`config.mk`:
```
export PLATFORM = sky130hd
export DESIGN_NAME = phy_ident_and_advert_regs
export DESIGN_NICKNAME = d
export VERILOG_FILES = /design/src/design/phy_mgmt_pkg.sv /design/src/design/strap_capture.sv /design/src/design/phy_ident_and_advert_regs.sv
export SDC_FILE = /design/constraint.sdc
export NUM_CORES = 1
export LEC_CHECK = 0
export BUFFER_PORTS_ARGS = -buffer_cell sky130_fd_sc_hd__buf_2
export CAP_MARGIN = 20
export CORE_MARGIN = 5
export CORE_UTILIZATION = 45
export CTS_BUF_LIST = sky130_fd_sc_hd__clkbuf_4 sky130_fd_sc_hd__clkbuf_8
export CTS_CLUSTER_SIZE = 40
export DETAILED_ROUTE_END_ITERATION = 10
export PLACE_DENSITY_LB_ADDON = 0.1
export SLEW_MARGIN = 0
export SYNTH_ARGS = -nofsm -noshare
export SYNTH_HDL_FRONTEND = slang
export SYNTH_SLANG_ARGS = --single-unit
```
`constraint.sdc`:
```
create_clock -name clk_in -period 3.19 [get_ports clk_in]
set_clock_uncertainty 0.05 [all_clocks]
set_input_delay 0.1595 -clock clk_in [delete_from_list [all_inputs] [get_ports clk_in]]
set_output_delay 0.1595 -clock clk_in [all_outputs]
set_load 0.03 [all_outputs]
```
`src/design/phy_mgmt_pkg.sv`:
```
package phy_mgmt_pkg;

    // ****************************************************************
    // register offsets on the management bus
    // ****************************************************************
    localparam logic [4:0] REG_IDENT_HIGH = 5'h02;
    localparam logic [4:0] REG_IDENT_LOW  = 5'h03;
    localparam logic [4:0] REG_ADVERT     = 5'h04;

    // ****************************************************************
    // field positions
    // ****************************************************************
    localparam int ADV_NEXT_PAGE_BIT    = 15;
    localparam int ADV_REMOTE_FAULT_BIT = 13;
    localparam int ADV_ASYM_PAUSE_BIT   = 11;
    localparam int ADV_PAUSE_BIT        = 10;
    localparam int ADV_TX100_FULL_BIT   = 8;
    localparam int ID_OUI_LOW_LSB       = 10;
    localparam int ID_MODEL_LSB         = 4;

    // ****************************************************************
    // management frame layout and counts
    // ****************************************************************
    localparam logic [5:0] PREAMBLE_ONES = 6'h20;
    localparam logic [3:0] HDR_LAST      = 4'hC;
    localparam logic [3:0] TURN_LAST     = 4'h1;
    localparam logic [3:0] DATA_LAST     = 4'hF;
    localparam logic [1:0] OP_READ       = 2'h2;
    localparam logic [1:0] OP_WRITE      = 2'h1;
    localparam logic       START_SECOND  = 1'b1;

    // ****************************************************************
    // speed strap codes
    // ****************************************************************
    localparam logic [1:0] SPEED_ALL      = 2'h0;
    localparam logic [1:0] SPEED_1000_100 = 2'h1;
    localparam logic [1:0] SPEED_1000     = 2'h2;
    localparam logic [1:0] SPEED_1000_10  = 2'h3;

    // ****************************************************************
    // types
    // ****************************************************************
    typedef struct packed {
        logic next_page_request;
        logic remote_fault_advert;
        logic asymmetric_pause_advert;
        logic pause_advert;
        logic tx100_full_advert;
    } advert_t;

    typedef struct packed {
        logic [1:0] speed;
        logic       duplex_full;
    } strap_t;

    typedef struct packed {
        logic t1000_full;
        logic t1000_half;
        logic tx100_full;
        logic tx100_half;
        logic t10_full;
        logic t10_half;
    } caps_t;

    localparam advert_t ADVERT_RESET = '0;
    localparam caps_t   CAPS_RESET   = '0;

    typedef enum logic [3:0] {
        ST_PREAMBLE = 4'b0001,
        ST_HEADER   = 4'b0010,
        ST_TURN     = 4'b0100,
        ST_DATA     = 4'b1000
    } mgmt_state_t;

endpackage

```
`src/design/strap_capture.sv`:
```
`timescale 1ns/10ps
module strap_capture
    import phy_mgmt_pkg::*;
(
    // clock and reset
    input  wire logic   clk_in,
    input  wire logic   resetn_in,
    // strap pins
    input  wire strap_t strap_in,
    // captured abilities
    output caps_t       caps_out,
    output logic        load_out,
    output logic        done_out
);

    // ****************************************************************
    // strap decode
    // ****************************************************************
    function automatic caps_t decode_caps(input strap_t s);
        logic use100;
        logic use10;
        caps_t c;
        use100 = (s.speed == SPEED_ALL) || (s.speed == SPEED_1000_100);
        use10  = (s.speed == SPEED_ALL) || (s.speed == SPEED_1000_10);
        c.t1000_half = 1'b1;
        c.t1000_full = s.duplex_full;
        c.tx100_half = use100;
        c.tx100_full = use100 & s.duplex_full;
        c.t10_half   = use10;
        c.t10_full   = use10 & s.duplex_full;
        return c;
    endfunction

    caps_t caps_ff;
    logic  load_ff;
    logic  done_ff;

    // ****************************************************************
    // capture on the first edge after reset release
    // ****************************************************************
    always_ff @(posedge clk_in or negedge resetn_in) begin
        if (!resetn_in) begin
            done_ff <= 1'b0;
        end else begin
            done_ff <= 1'b1;
        end
    end

    always_ff @(posedge clk_in or negedge resetn_in) begin
        if (!resetn_in) begin
            load_ff <= 1'b0;
        end else begin
            load_ff <= ~done_ff;
        end
    end

    always_ff @(posedge clk_in or negedge resetn_in) begin
        if (!resetn_in) begin
            caps_ff <= CAPS_RESET;
        end else if (!done_ff) begin
            caps_ff <= decode_caps(strap_in);
        end
    end

    assign caps_out = caps_ff;
    assign load_out = load_ff;
    assign done_out = done_ff;

endmodule

```
`src/design/phy_ident_and_advert_regs.sv`:
```
`timescale 1ns/10ps
// Functional notes
// - first identifier register returns identifier bits 3 to 18, fixed, read-only.
// - identifier bits 1 and 2 are stored in neither register.
// - both registers together form identifier, model number, then revision.
// - all 32 identifier bits may read as zero instead.
// - second register bits 15 to 10 carry identifier bits 19 to 24.
// - second register bits 9 to 4 carry six-bit model number, msb at 9.
// - second register bits 3 to 0 carry four-bit revision, msb at 3.
// - advertisement bit 15 is read-write next-page request, reset 0.
// - advertisement bit 14 ignores writes and reads 0.
// - advertisement bit 13 is read-write remote fault flag, reset 0.
// - advertisement bit 12 reads 0; controller writes it as 0.
// - advertisement bit 11 is read-write asymmetric pause flag, reset 0.
// - advertisement bit 10 is read-write pause flag, reset 0.
// - advertisement bit 9 is read-only and always 0.
// - advertisement bit 8 read-write, reset value from duplex and speed straps.
// - speed strap decodes to the advertised speed set.
// - duplex abilities follow duplex strap combined with speed decode.
module phy_ident_and_advert_regs
    import phy_mgmt_pkg::*;
#(
    // identity values, arbitrary
    parameter logic [23:0] OUI_CODE    = 24'h123456,
    parameter logic [5:0]  MODEL_CODE  = 6'h05,
    parameter logic [3:0]  REV_CODE    = 4'h1,
    parameter bit          BLANK_IDENT = 1'b0
)
(
    // clock and reset
    input  wire logic   clk_in,
    input  wire logic   resetn_in,
    // management serial bus
    input  wire logic   mdc_in,
    input  wire logic   mdio_in,
    output logic        mdio_out,
    output logic        mdio_oe_n_out,
    // straps
    input  wire logic [4:0] phy_addr_in,
    input  wire strap_t strap_in,
    // advertised state
    output advert_t     advert_out,
    output caps_t       caps_out,
    output logic        straps_valid_out
);

    // ****************************************************************
    // declarations
    // ****************************************************************
    mgmt_state_t state_ff;
    mgmt_state_t nxt_state;
    logic        mdc_q_ff;
    logic        mdc_rise;
    logic [5:0]  ones_ff;
    logic [5:0]  nxt_ones;
    logic        pre_ok_ff;
    logic        nxt_pre_ok;
    logic [3:0]  cnt_ff;
    logic [3:0]  nxt_cnt;
    logic [12:0] hdr_ff;
    logic [12:0] nxt_hdr;
    logic        rd_ff;
    logic        nxt_rd;
    logic        wr_ff;
    logic        nxt_wr;
    logic [15:0] shift_ff;
    logic [15:0] nxt_shift;
    logic        mdio_ff;
    logic        nxt_mdio;
    logic        oe_n_ff;
    logic        nxt_oe_n;
    logic        commit;
    logic [4:0]  phy_addr_ff;
    advert_t     advert_ff;
    caps_t       caps_w;
    logic        load_w;
    logic        done_w;

    // ****************************************************************
    // strap capture
    // ****************************************************************
    strap_capture u_strap (
        .clk_in    (clk_in),
        .resetn_in (resetn_in),
        .strap_in  (strap_in),
        .caps_out  (caps_w),
        .load_out  (load_w),
        .done_out  (done_w)
    );

    always_ff @(posedge clk_in or negedge resetn_in) begin
        if (!resetn_in) begin
            phy_addr_ff <= 5'h00;
        end else if (!done_w) begin
            phy_addr_ff <= phy_addr_in;
        end
    end

    // ****************************************************************
    // read data
    // ****************************************************************
    function automatic logic [15:0] ident_high_word();
        logic [15:0] w;
        w = OUI_CODE[21:6];
        if (BLANK_IDENT) begin
            w = 16'h0000;
        end
        return w;
    endfunction

    function automatic logic [15:0] ident_low_word();
        logic [15:0] w;
        w = 16'h0000;
        w[ID_OUI_LOW_LSB +: 6] = OUI_CODE[5:0];
        w[ID_MODEL_LSB +: 6]   = MODEL_CODE;
        w[3:0]                 = REV_CODE;
        if (BLANK_IDENT) begin
            w = 16'h0000;
        end
        return w;
    endfunction

    function automatic logic [15:0] advert_word(input advert_t a);
        logic [15:0] w;
        w = 16'h0000;
        w[ADV_NEXT_PAGE_BIT]    = a.next_page_request;
        w[ADV_REMOTE_FAULT_BIT] = a.remote_fault_advert;
        w[ADV_ASYM_PAUSE_BIT]   = a.asymmetric_pause_advert;
        w[ADV_PAUSE_BIT]        = a.pause_advert;
        w[ADV_TX100_FULL_BIT]   = a.tx100_full_advert;
        return w;
    endfunction

    function automatic logic [15:0] read_word(input logic [4:0] addr, input advert_t a);
        logic [15:0] w;
        w = 16'h0000;
        if (addr == REG_IDENT_HIGH) begin
            w = ident_high_word();
        end else if (addr == REG_IDENT_LOW) begin
            w = ident_low_word();
        end else if (addr == REG_ADVERT) begin
            w = advert_word(a);
        end
        return w;
    endfunction

    // ****************************************************************
    // management clock edge
    // ****************************************************************
    always_ff @(posedge clk_in or negedge resetn_in) begin
        if (!resetn_in) begin
            mdc_q_ff <= 1'b0;
        end else begin
            mdc_q_ff <= mdc_in;
        end
    end

    assign mdc_rise = mdc_in & ~mdc_q_ff;

    // ****************************************************************
    // header decode
    // ****************************************************************
    function automatic logic op_is(input logic [12:0] h, input logic [1:0] op);
        return h[11:10] == op;
    endfunction

    function automatic logic addr_hit(input logic [12:0] h, input logic [4:0] a);
        return h[9:5] == a;
    endfunction

    // ****************************************************************
    // frame sequencer
    // ****************************************************************
    always_comb begin
        nxt_state  = state_ff;
        nxt_ones   = ones_ff;
        nxt_pre_ok = pre_ok_ff;
        nxt_cnt    = cnt_ff;
        nxt_hdr    = hdr_ff;
        nxt_rd     = rd_ff;
        nxt_wr     = wr_ff;
        nxt_shift  = shift_ff;
        nxt_mdio   = mdio_ff;
        nxt_oe_n   = oe_n_ff;
        commit     = 1'b0;
        if (mdc_rise) begin
            unique case (state_ff)
                ST_PREAMBLE: begin
                    nxt_oe_n = 1'b1;
                    if (mdio_in) begin
                        if (ones_ff != PREAMBLE_ONES) begin
                            nxt_ones = ones_ff + 6'h01;
                        end else begin
                            nxt_pre_ok = 1'b1;
                        end
                    end else begin
                        // start bit after preamble, or after idle once allowed
                        if ((ones_ff == PREAMBLE_ONES) || (pre_ok_ff && (ones_ff != 6'h00))) begin
                            nxt_pre_ok = 1'b1;
                            nxt_state  = ST_HEADER;
                            nxt_cnt    = 4'h0;
                        end
                        nxt_ones = 6'h00;
                    end
                end
                ST_HEADER: begin
                    nxt_hdr = {hdr_ff[11:0], mdio_in};
                    nxt_cnt = cnt_ff + 4'h1;
                    if (cnt_ff == HDR_LAST) begin
                        nxt_cnt = 4'h0;
                        if ((nxt_hdr[12] != START_SECOND) ||
                            (!op_is(nxt_hdr, OP_READ) && !op_is(nxt_hdr, OP_WRITE))) begin
                            // bad start or opcode: full preamble needed again
                            nxt_pre_ok = 1'b0;
                            nxt_state  = ST_PREAMBLE;
                        end else begin
                            nxt_rd    = op_is(nxt_hdr, OP_READ) && addr_hit(nxt_hdr, phy_addr_ff);
                            nxt_wr    = op_is(nxt_hdr, OP_WRITE) && addr_hit(nxt_hdr, phy_addr_ff);
                            nxt_shift = read_word(nxt_hdr[4:0], advert_ff);
                            nxt_state = ST_TURN;
                        end
                    end
                end
                ST_TURN: begin
                    nxt_cnt = cnt_ff + 4'h1;
                    if (cnt_ff == 4'h0) begin
                        if (rd_ff) begin
                            nxt_mdio = 1'b0;
                            nxt_oe_n = 1'b0;
                        end
                    end else if (cnt_ff == TURN_LAST) begin
                        nxt_cnt = 4'h0;
                        if (rd_ff) begin
                            nxt_mdio  = shift_ff[15];
                            nxt_shift = {shift_ff[14:0], 1'b0};
                            nxt_state = ST_DATA;
                        end else if (op_is(nxt_hdr, OP_WRITE) && mdio_in) begin
                            // write turnaround must end low
                            nxt_pre_ok = 1'b0;
                            nxt_state  = ST_PREAMBLE;
                        end else begin
                            nxt_state = ST_DATA;
                        end
                    end
                end
                ST_DATA: begin
                    nxt_cnt = cnt_ff + 4'h1;
                    if (rd_ff) begin
                        nxt_mdio  = shift_ff[15];
                        nxt_shift = {shift_ff[14:0], 1'b0};
                    end else begin
                        nxt_shift = {shift_ff[14:0], mdio_in};
                    end
                    if (cnt_ff == DATA_LAST) begin
                        nxt_oe_n  = 1'b1;
                        nxt_mdio  = 1'b1;
                        nxt_cnt   = 4'h0;
                        nxt_ones  = 6'h00;
                        commit    = wr_ff;
                        nxt_rd    = 1'b0;
                        nxt_wr    = 1'b0;
                        nxt_state = ST_PREAMBLE;
                    end
                end
            endcase
        end
    end

    // ****************************************************************
    // sequencer state
    // ****************************************************************
    always_ff @(posedge clk_in or negedge resetn_in) begin
        if (!resetn_in) begin
            state_ff  <= ST_PREAMBLE;
            ones_ff   <= 6'h00;
            pre_ok_ff <= 1'b0;
            cnt_ff    <= 4'h0;
        end else begin
            state_ff  <= nxt_state;
            ones_ff   <= nxt_ones;
            pre_ok_ff <= nxt_pre_ok;
            cnt_ff    <= nxt_cnt;
        end
    end

    always_ff @(posedge clk_in or negedge resetn_in) begin
        if (!resetn_in) begin
            hdr_ff   <= 13'h0000;
            rd_ff    <= 1'b0;
            wr_ff    <= 1'b0;
            shift_ff <= 16'h0000;
        end else begin
            hdr_ff   <= nxt_hdr;
            rd_ff    <= nxt_rd;
            wr_ff    <= nxt_wr;
            shift_ff <= nxt_shift;
        end
    end

    // ****************************************************************
    // serial data pin
    // ****************************************************************
    always_ff @(posedge clk_in or negedge resetn_in) begin
        if (!resetn_in) begin
            mdio_ff <= 1'b1;
            oe_n_ff <= 1'b1;
        end else begin
            mdio_ff <= nxt_mdio;
            oe_n_ff <= nxt_oe_n;
        end
    end

    // ****************************************************************
    // advertisement register
    // ****************************************************************
    always_ff @(posedge clk_in or negedge resetn_in) begin
        if (!resetn_in) begin
            advert_ff <= ADVERT_RESET;
        end else if (commit && (hdr_ff[4:0] == REG_ADVERT)) begin
            // only the writable bits are kept
            advert_ff.next_page_request       <= nxt_shift[ADV_NEXT_PAGE_BIT];
            advert_ff.remote_fault_advert     <= nxt_shift[ADV_REMOTE_FAULT_BIT];
            advert_ff.asymmetric_pause_advert <= nxt_shift[ADV_ASYM_PAUSE_BIT];
            advert_ff.pause_advert            <= nxt_shift[ADV_PAUSE_BIT];
            advert_ff.tx100_full_advert       <= nxt_shift[ADV_TX100_FULL_BIT];
        end else if (load_w) begin
            advert_ff.tx100_full_advert <= caps_w.tx100_full;
        end
    end
    // identifier offsets have no storage, so writes there fall away

    // ****************************************************************
    // outputs
    // ****************************************************************
    assign mdio_out         = mdio_ff;
    assign mdio_oe_n_out    = oe_n_ff;
    assign advert_out       = advert_ff;
    assign caps_out         = caps_w;
    assign straps_valid_out = done_w;

endmodule

```
==> flow_metrics.py <==
metrics = {
    "outcome": {
        "status": "finished, final reports clean",
    },
    "drt": {
        "antenna_left": 0,
        "drc": 0,
        "vias": 2563,
        "wl_per_cell_um": 15.7,
        "vias_per_cell": 5.51,
        "drt_iter0_markers": 147,
        "firstDrtPassIters": 4,
        "drt-total-wl_um": 7280,
    },
    "yosys": {
        "synth.distinct_cells": 57,
        "async_flop_share_pct": 100,
        "ys_ff_latch": 66,
        "ys_top_cells_by_area": "dfrtp_1 47%, mux2_2 6.3%, nand2_1 4.7%, ha_1 3.3%, o21ai_0 2.8%",
        "syn_area_mm2": 0.00338,
        "synth-seq-area-share_pct": 49.0,
        "synth-edff-count": 0,
        "synthesis.instances": 327,
        "syn-num-nets": 348,
        "yosysMostFrequentCell": "dfrtp_1",
        "postSynthAreaPerCell_um2": 10.3,
        "netlist.area_leader.share_pct": 46.7,
        "ys_top_cells_by_count": "63 x dfrtp_1, 42 x nand2_1, 19 x mux2_2, 19 x o21ai_0, 18 x nor2_1",
        "synth_top_cell_by_area": "dfrtp_1",
        "yosys_warnings": 0,
        "ys.flop_type": "dfrtp_1",
    },
    "global_routing": {
        "overflow": 0,
        "grt_pass1_wl_um": 12500,
        "gr-usage-all-layers_pct": 16.3,
        "antenna_found_initial": 0,
        "grt_max_degree": 35,
        "grt_pass1_vias": 2575,
    },
    "power_and_ir_drop": {
        "powerDensity_mw_per_mm2": 666,
        "ir_drop_mv": 0.298,
        "p_leak_nw": 1.77,
    },
    "cells_and_area": {
        "nets": 382,
        "areaGrowthSynthToFinish_pct": 15.0,
        "multiInputGateArea_mm2": 0.00159,
        "regArea_mm2": 0.00166,
        "drive_above_1_share_pct": 22.4,
        "diodes": 0,
        "final_cells": 465,
        "nFillCells": 698,
    },
    "clock_network": {
        "cts.clk_slew.worst_paths_ns": 0.07,
        "cts_tree": "yes",
        "clock_latency_ns": 0.35,
        "clockBufferDepth": 2,
        "clock_sinks": 66,
        "ctsHoldBuffers": 7,
        "cts_inserted_buffers": 9,
        "htree_levels": 3,
        "cts-root-buf": "clkbuf_8",
        "post_cts_resized": 0,
        "post_cts_buffers": 0,
    },
    "worst_setup_path": {
        "cp_slowest_cell": "or3_1",
        "startpoint_type": "flip-flop",
        "critPathKind": "flip-flop to flip-flop",
        "r2r_slack_ns": 0.65,
        "cp_data_arrival_time_ns": 2.73,
        "reg2regPathDepth": 7,
        "slowest_delay_ns": 0.50,
        "path_cells": "inv_1 > ha_1 > nor4b_2 > a21oi_1 > or3_1 > a22o_1 > mux2_2",
        "rr_startpoint": "cnt_ff[0]",
        "cp_max_fo": 11,
        "r2r-end": "advert_out[3]",
        "end_kind": "flip-flop",
        "worst_ep_required_time_ns": 3.37,
    },
    "hold_path": {
        "min_path_type": "input port to flip-flop",
        "hold_depth": 2,
        "worstHoldStart": "strap_in[0]",
        "hold_end": "u_strap.caps_out[5]",
    },
    "die": {
        "rows": 31,
        "pin_count": 26,
        "die_x_um": 96.6,
        "die_area_mm2": 0.00934,
        "design.core.area_mm2": 0.00729,
        "start_util_pct": 46.3,
        "fp.dieH_um": 96.6,
    },
    "timing": {
        "slew_viol_final": 0,
        "tightest_slew_ns": 0.622,
        "final.setup.tns_ns": 0,
        "fin_crit_ns": 2.54,
        "maxSlewHeadroom_pct": 58.0,
        "final_hold_viol_count": 0,
        "fin_crit_sh_pct": 79.7,
        "rsz0062_at_grt": "no",
        "max_freq_mhz": 393,
        "finalSetupViolations": 0,
    },
    "placed_design": {
        "dpl.hpwl_um": 5230,
        "post-place-cells": 442,
        "gp_congestion": 0.777,
        "io_buffers": 25,
    },
    "flow_run": {
        "maxCapViolations": 0,
    },
}
[area by class of cell]
type                            count  share of cell area, %
Clock buffer                       11                   3.74
Timing Repair Buffer               39                   6.38
Tap cell                           99                   3.19
Clock inverter                      5                   2.00
Multi-Input combinational cell    232                   40.8
Inverter                           13                   1.26
Sequential cell                    66                   42.6
[placed cells by master (no fill, tap or decap), drive strengths merged, types with 4 or more instances in the layout]
| cell type | count |
|---|---|
| mux2 | 20 |
| a31oi | 8 |
| or4b | 4 |
| ha | 9 |
| nor4b | 8 |
| o21ai | 24 |
| clkbuf | 11 |
| nor2b | 5 |
| nor3 | 5 |
| dlygate4sd3 | 7 |
| nor2 | 20 |
| nand3 | 15 |
| buf | 32 |
| nand2b | 6 |
| a22oi | 6 |
| dfrtp | 63 |
| a21oi | 13 |
| inv | 13 |
| nand2 | 42 |
[power breakdown]
group          switching [mW]  leakage, nW  internal [mW]
Sequential              0.150        0.856          0.992
Combinational           0.368        0.801          0.282
Clock                   0.326        0.113          0.467
Total                   0.844         1.77           1.74
[sequential cells by signal, indices dropped and copies added (netlist names)]
signal,flops
advert_out,5
cnt_ff,4
hdr_ff,12
mdc_q_ff,1
mdio_oe_n_out,1
mdio_out,1
ones_ff,6
phy_addr_ff,5
pre_ok_ff,1
rd_ff,1
shift_ff,16
state_ff,4
u_strap.caps_out,6
u_strap.done_out,1
u_strap.load_out,1
wr_ff,1
[kinds of logic after synthesis]
kind of cell,Yosys count,synth area share (%)
and+or+nand+nor,120,20.0
AOI/OAI and AO/OA,74,14.7
DFF,66,49.0
buffers and inverters,29,4.07
muxes,22,7.26
adders and majority gates,9,3.33
xor gates and xnor gates,6,1.56
other,1,0.111
[worst max-delay path by stage]
stage,to,from,slack [ns]
finish,advert_out[3],cnt_ff[0],0.65
global route,advert_out[3],cnt_ff[0],0.44
CTS,advert_out[3],cnt_ff[0],0.68
detailed placement,advert_out[3],cnt_ff[0],0.70
global placement,advert_out[3],cnt_ff[0],0.77
floorplan,state_ff[3],ones_ff[0],0.94
[critical path: cells and delay by family, from the launching register on]
family / cells / cell delay, ns
flip-flops: 1 / 0.40
adder cells (fa/ha/maj): 1 / 0.25
AND/OR/NAND/NOR: 2 / 0.90
multiplexers: 1 / 0.26
buffers and inverters: 1 / 0.08
AO/OA/AOI/OAI: 2 / 0.48
[per-stage QoR]
step / util [%] / setup WS, ns / hold slack [ns] / power, mW / area, µm²
after floorplan: - / 0.941 / -0.186 / 1.64 / 3380
after global placement: 49.2 / 0.775 / 0.173 / 1.78 / 3590
after detailed placement: 49.2 / 0.703 / 0.175 / 1.80 / 3590
after CTS: 53.3 / 0.680 / 0.0251 / 2.61 / 3880
after global routing: 53.3 / 0.443 / 0.0429 / 2.74 / 3880
final: 53.3 / 0.648 / 0.0347 / 2.59 / 3880
[routing by layer]
| layer | up-vias | share of wire, % | GRT usage (%) |
|---|---|---|---|
| met3 | 13 | 4.5 | 3.53 |
| met5 | - | 0 | 0 |
| met2 | 64 | 47 | 24.9 |
| li1 | 1242 | - | - |
| met1 | 1244 | 47 | 22.4 |
| met4 | 0 | 2.0 | 6.59 |
(Power assumes the default switching activity.)
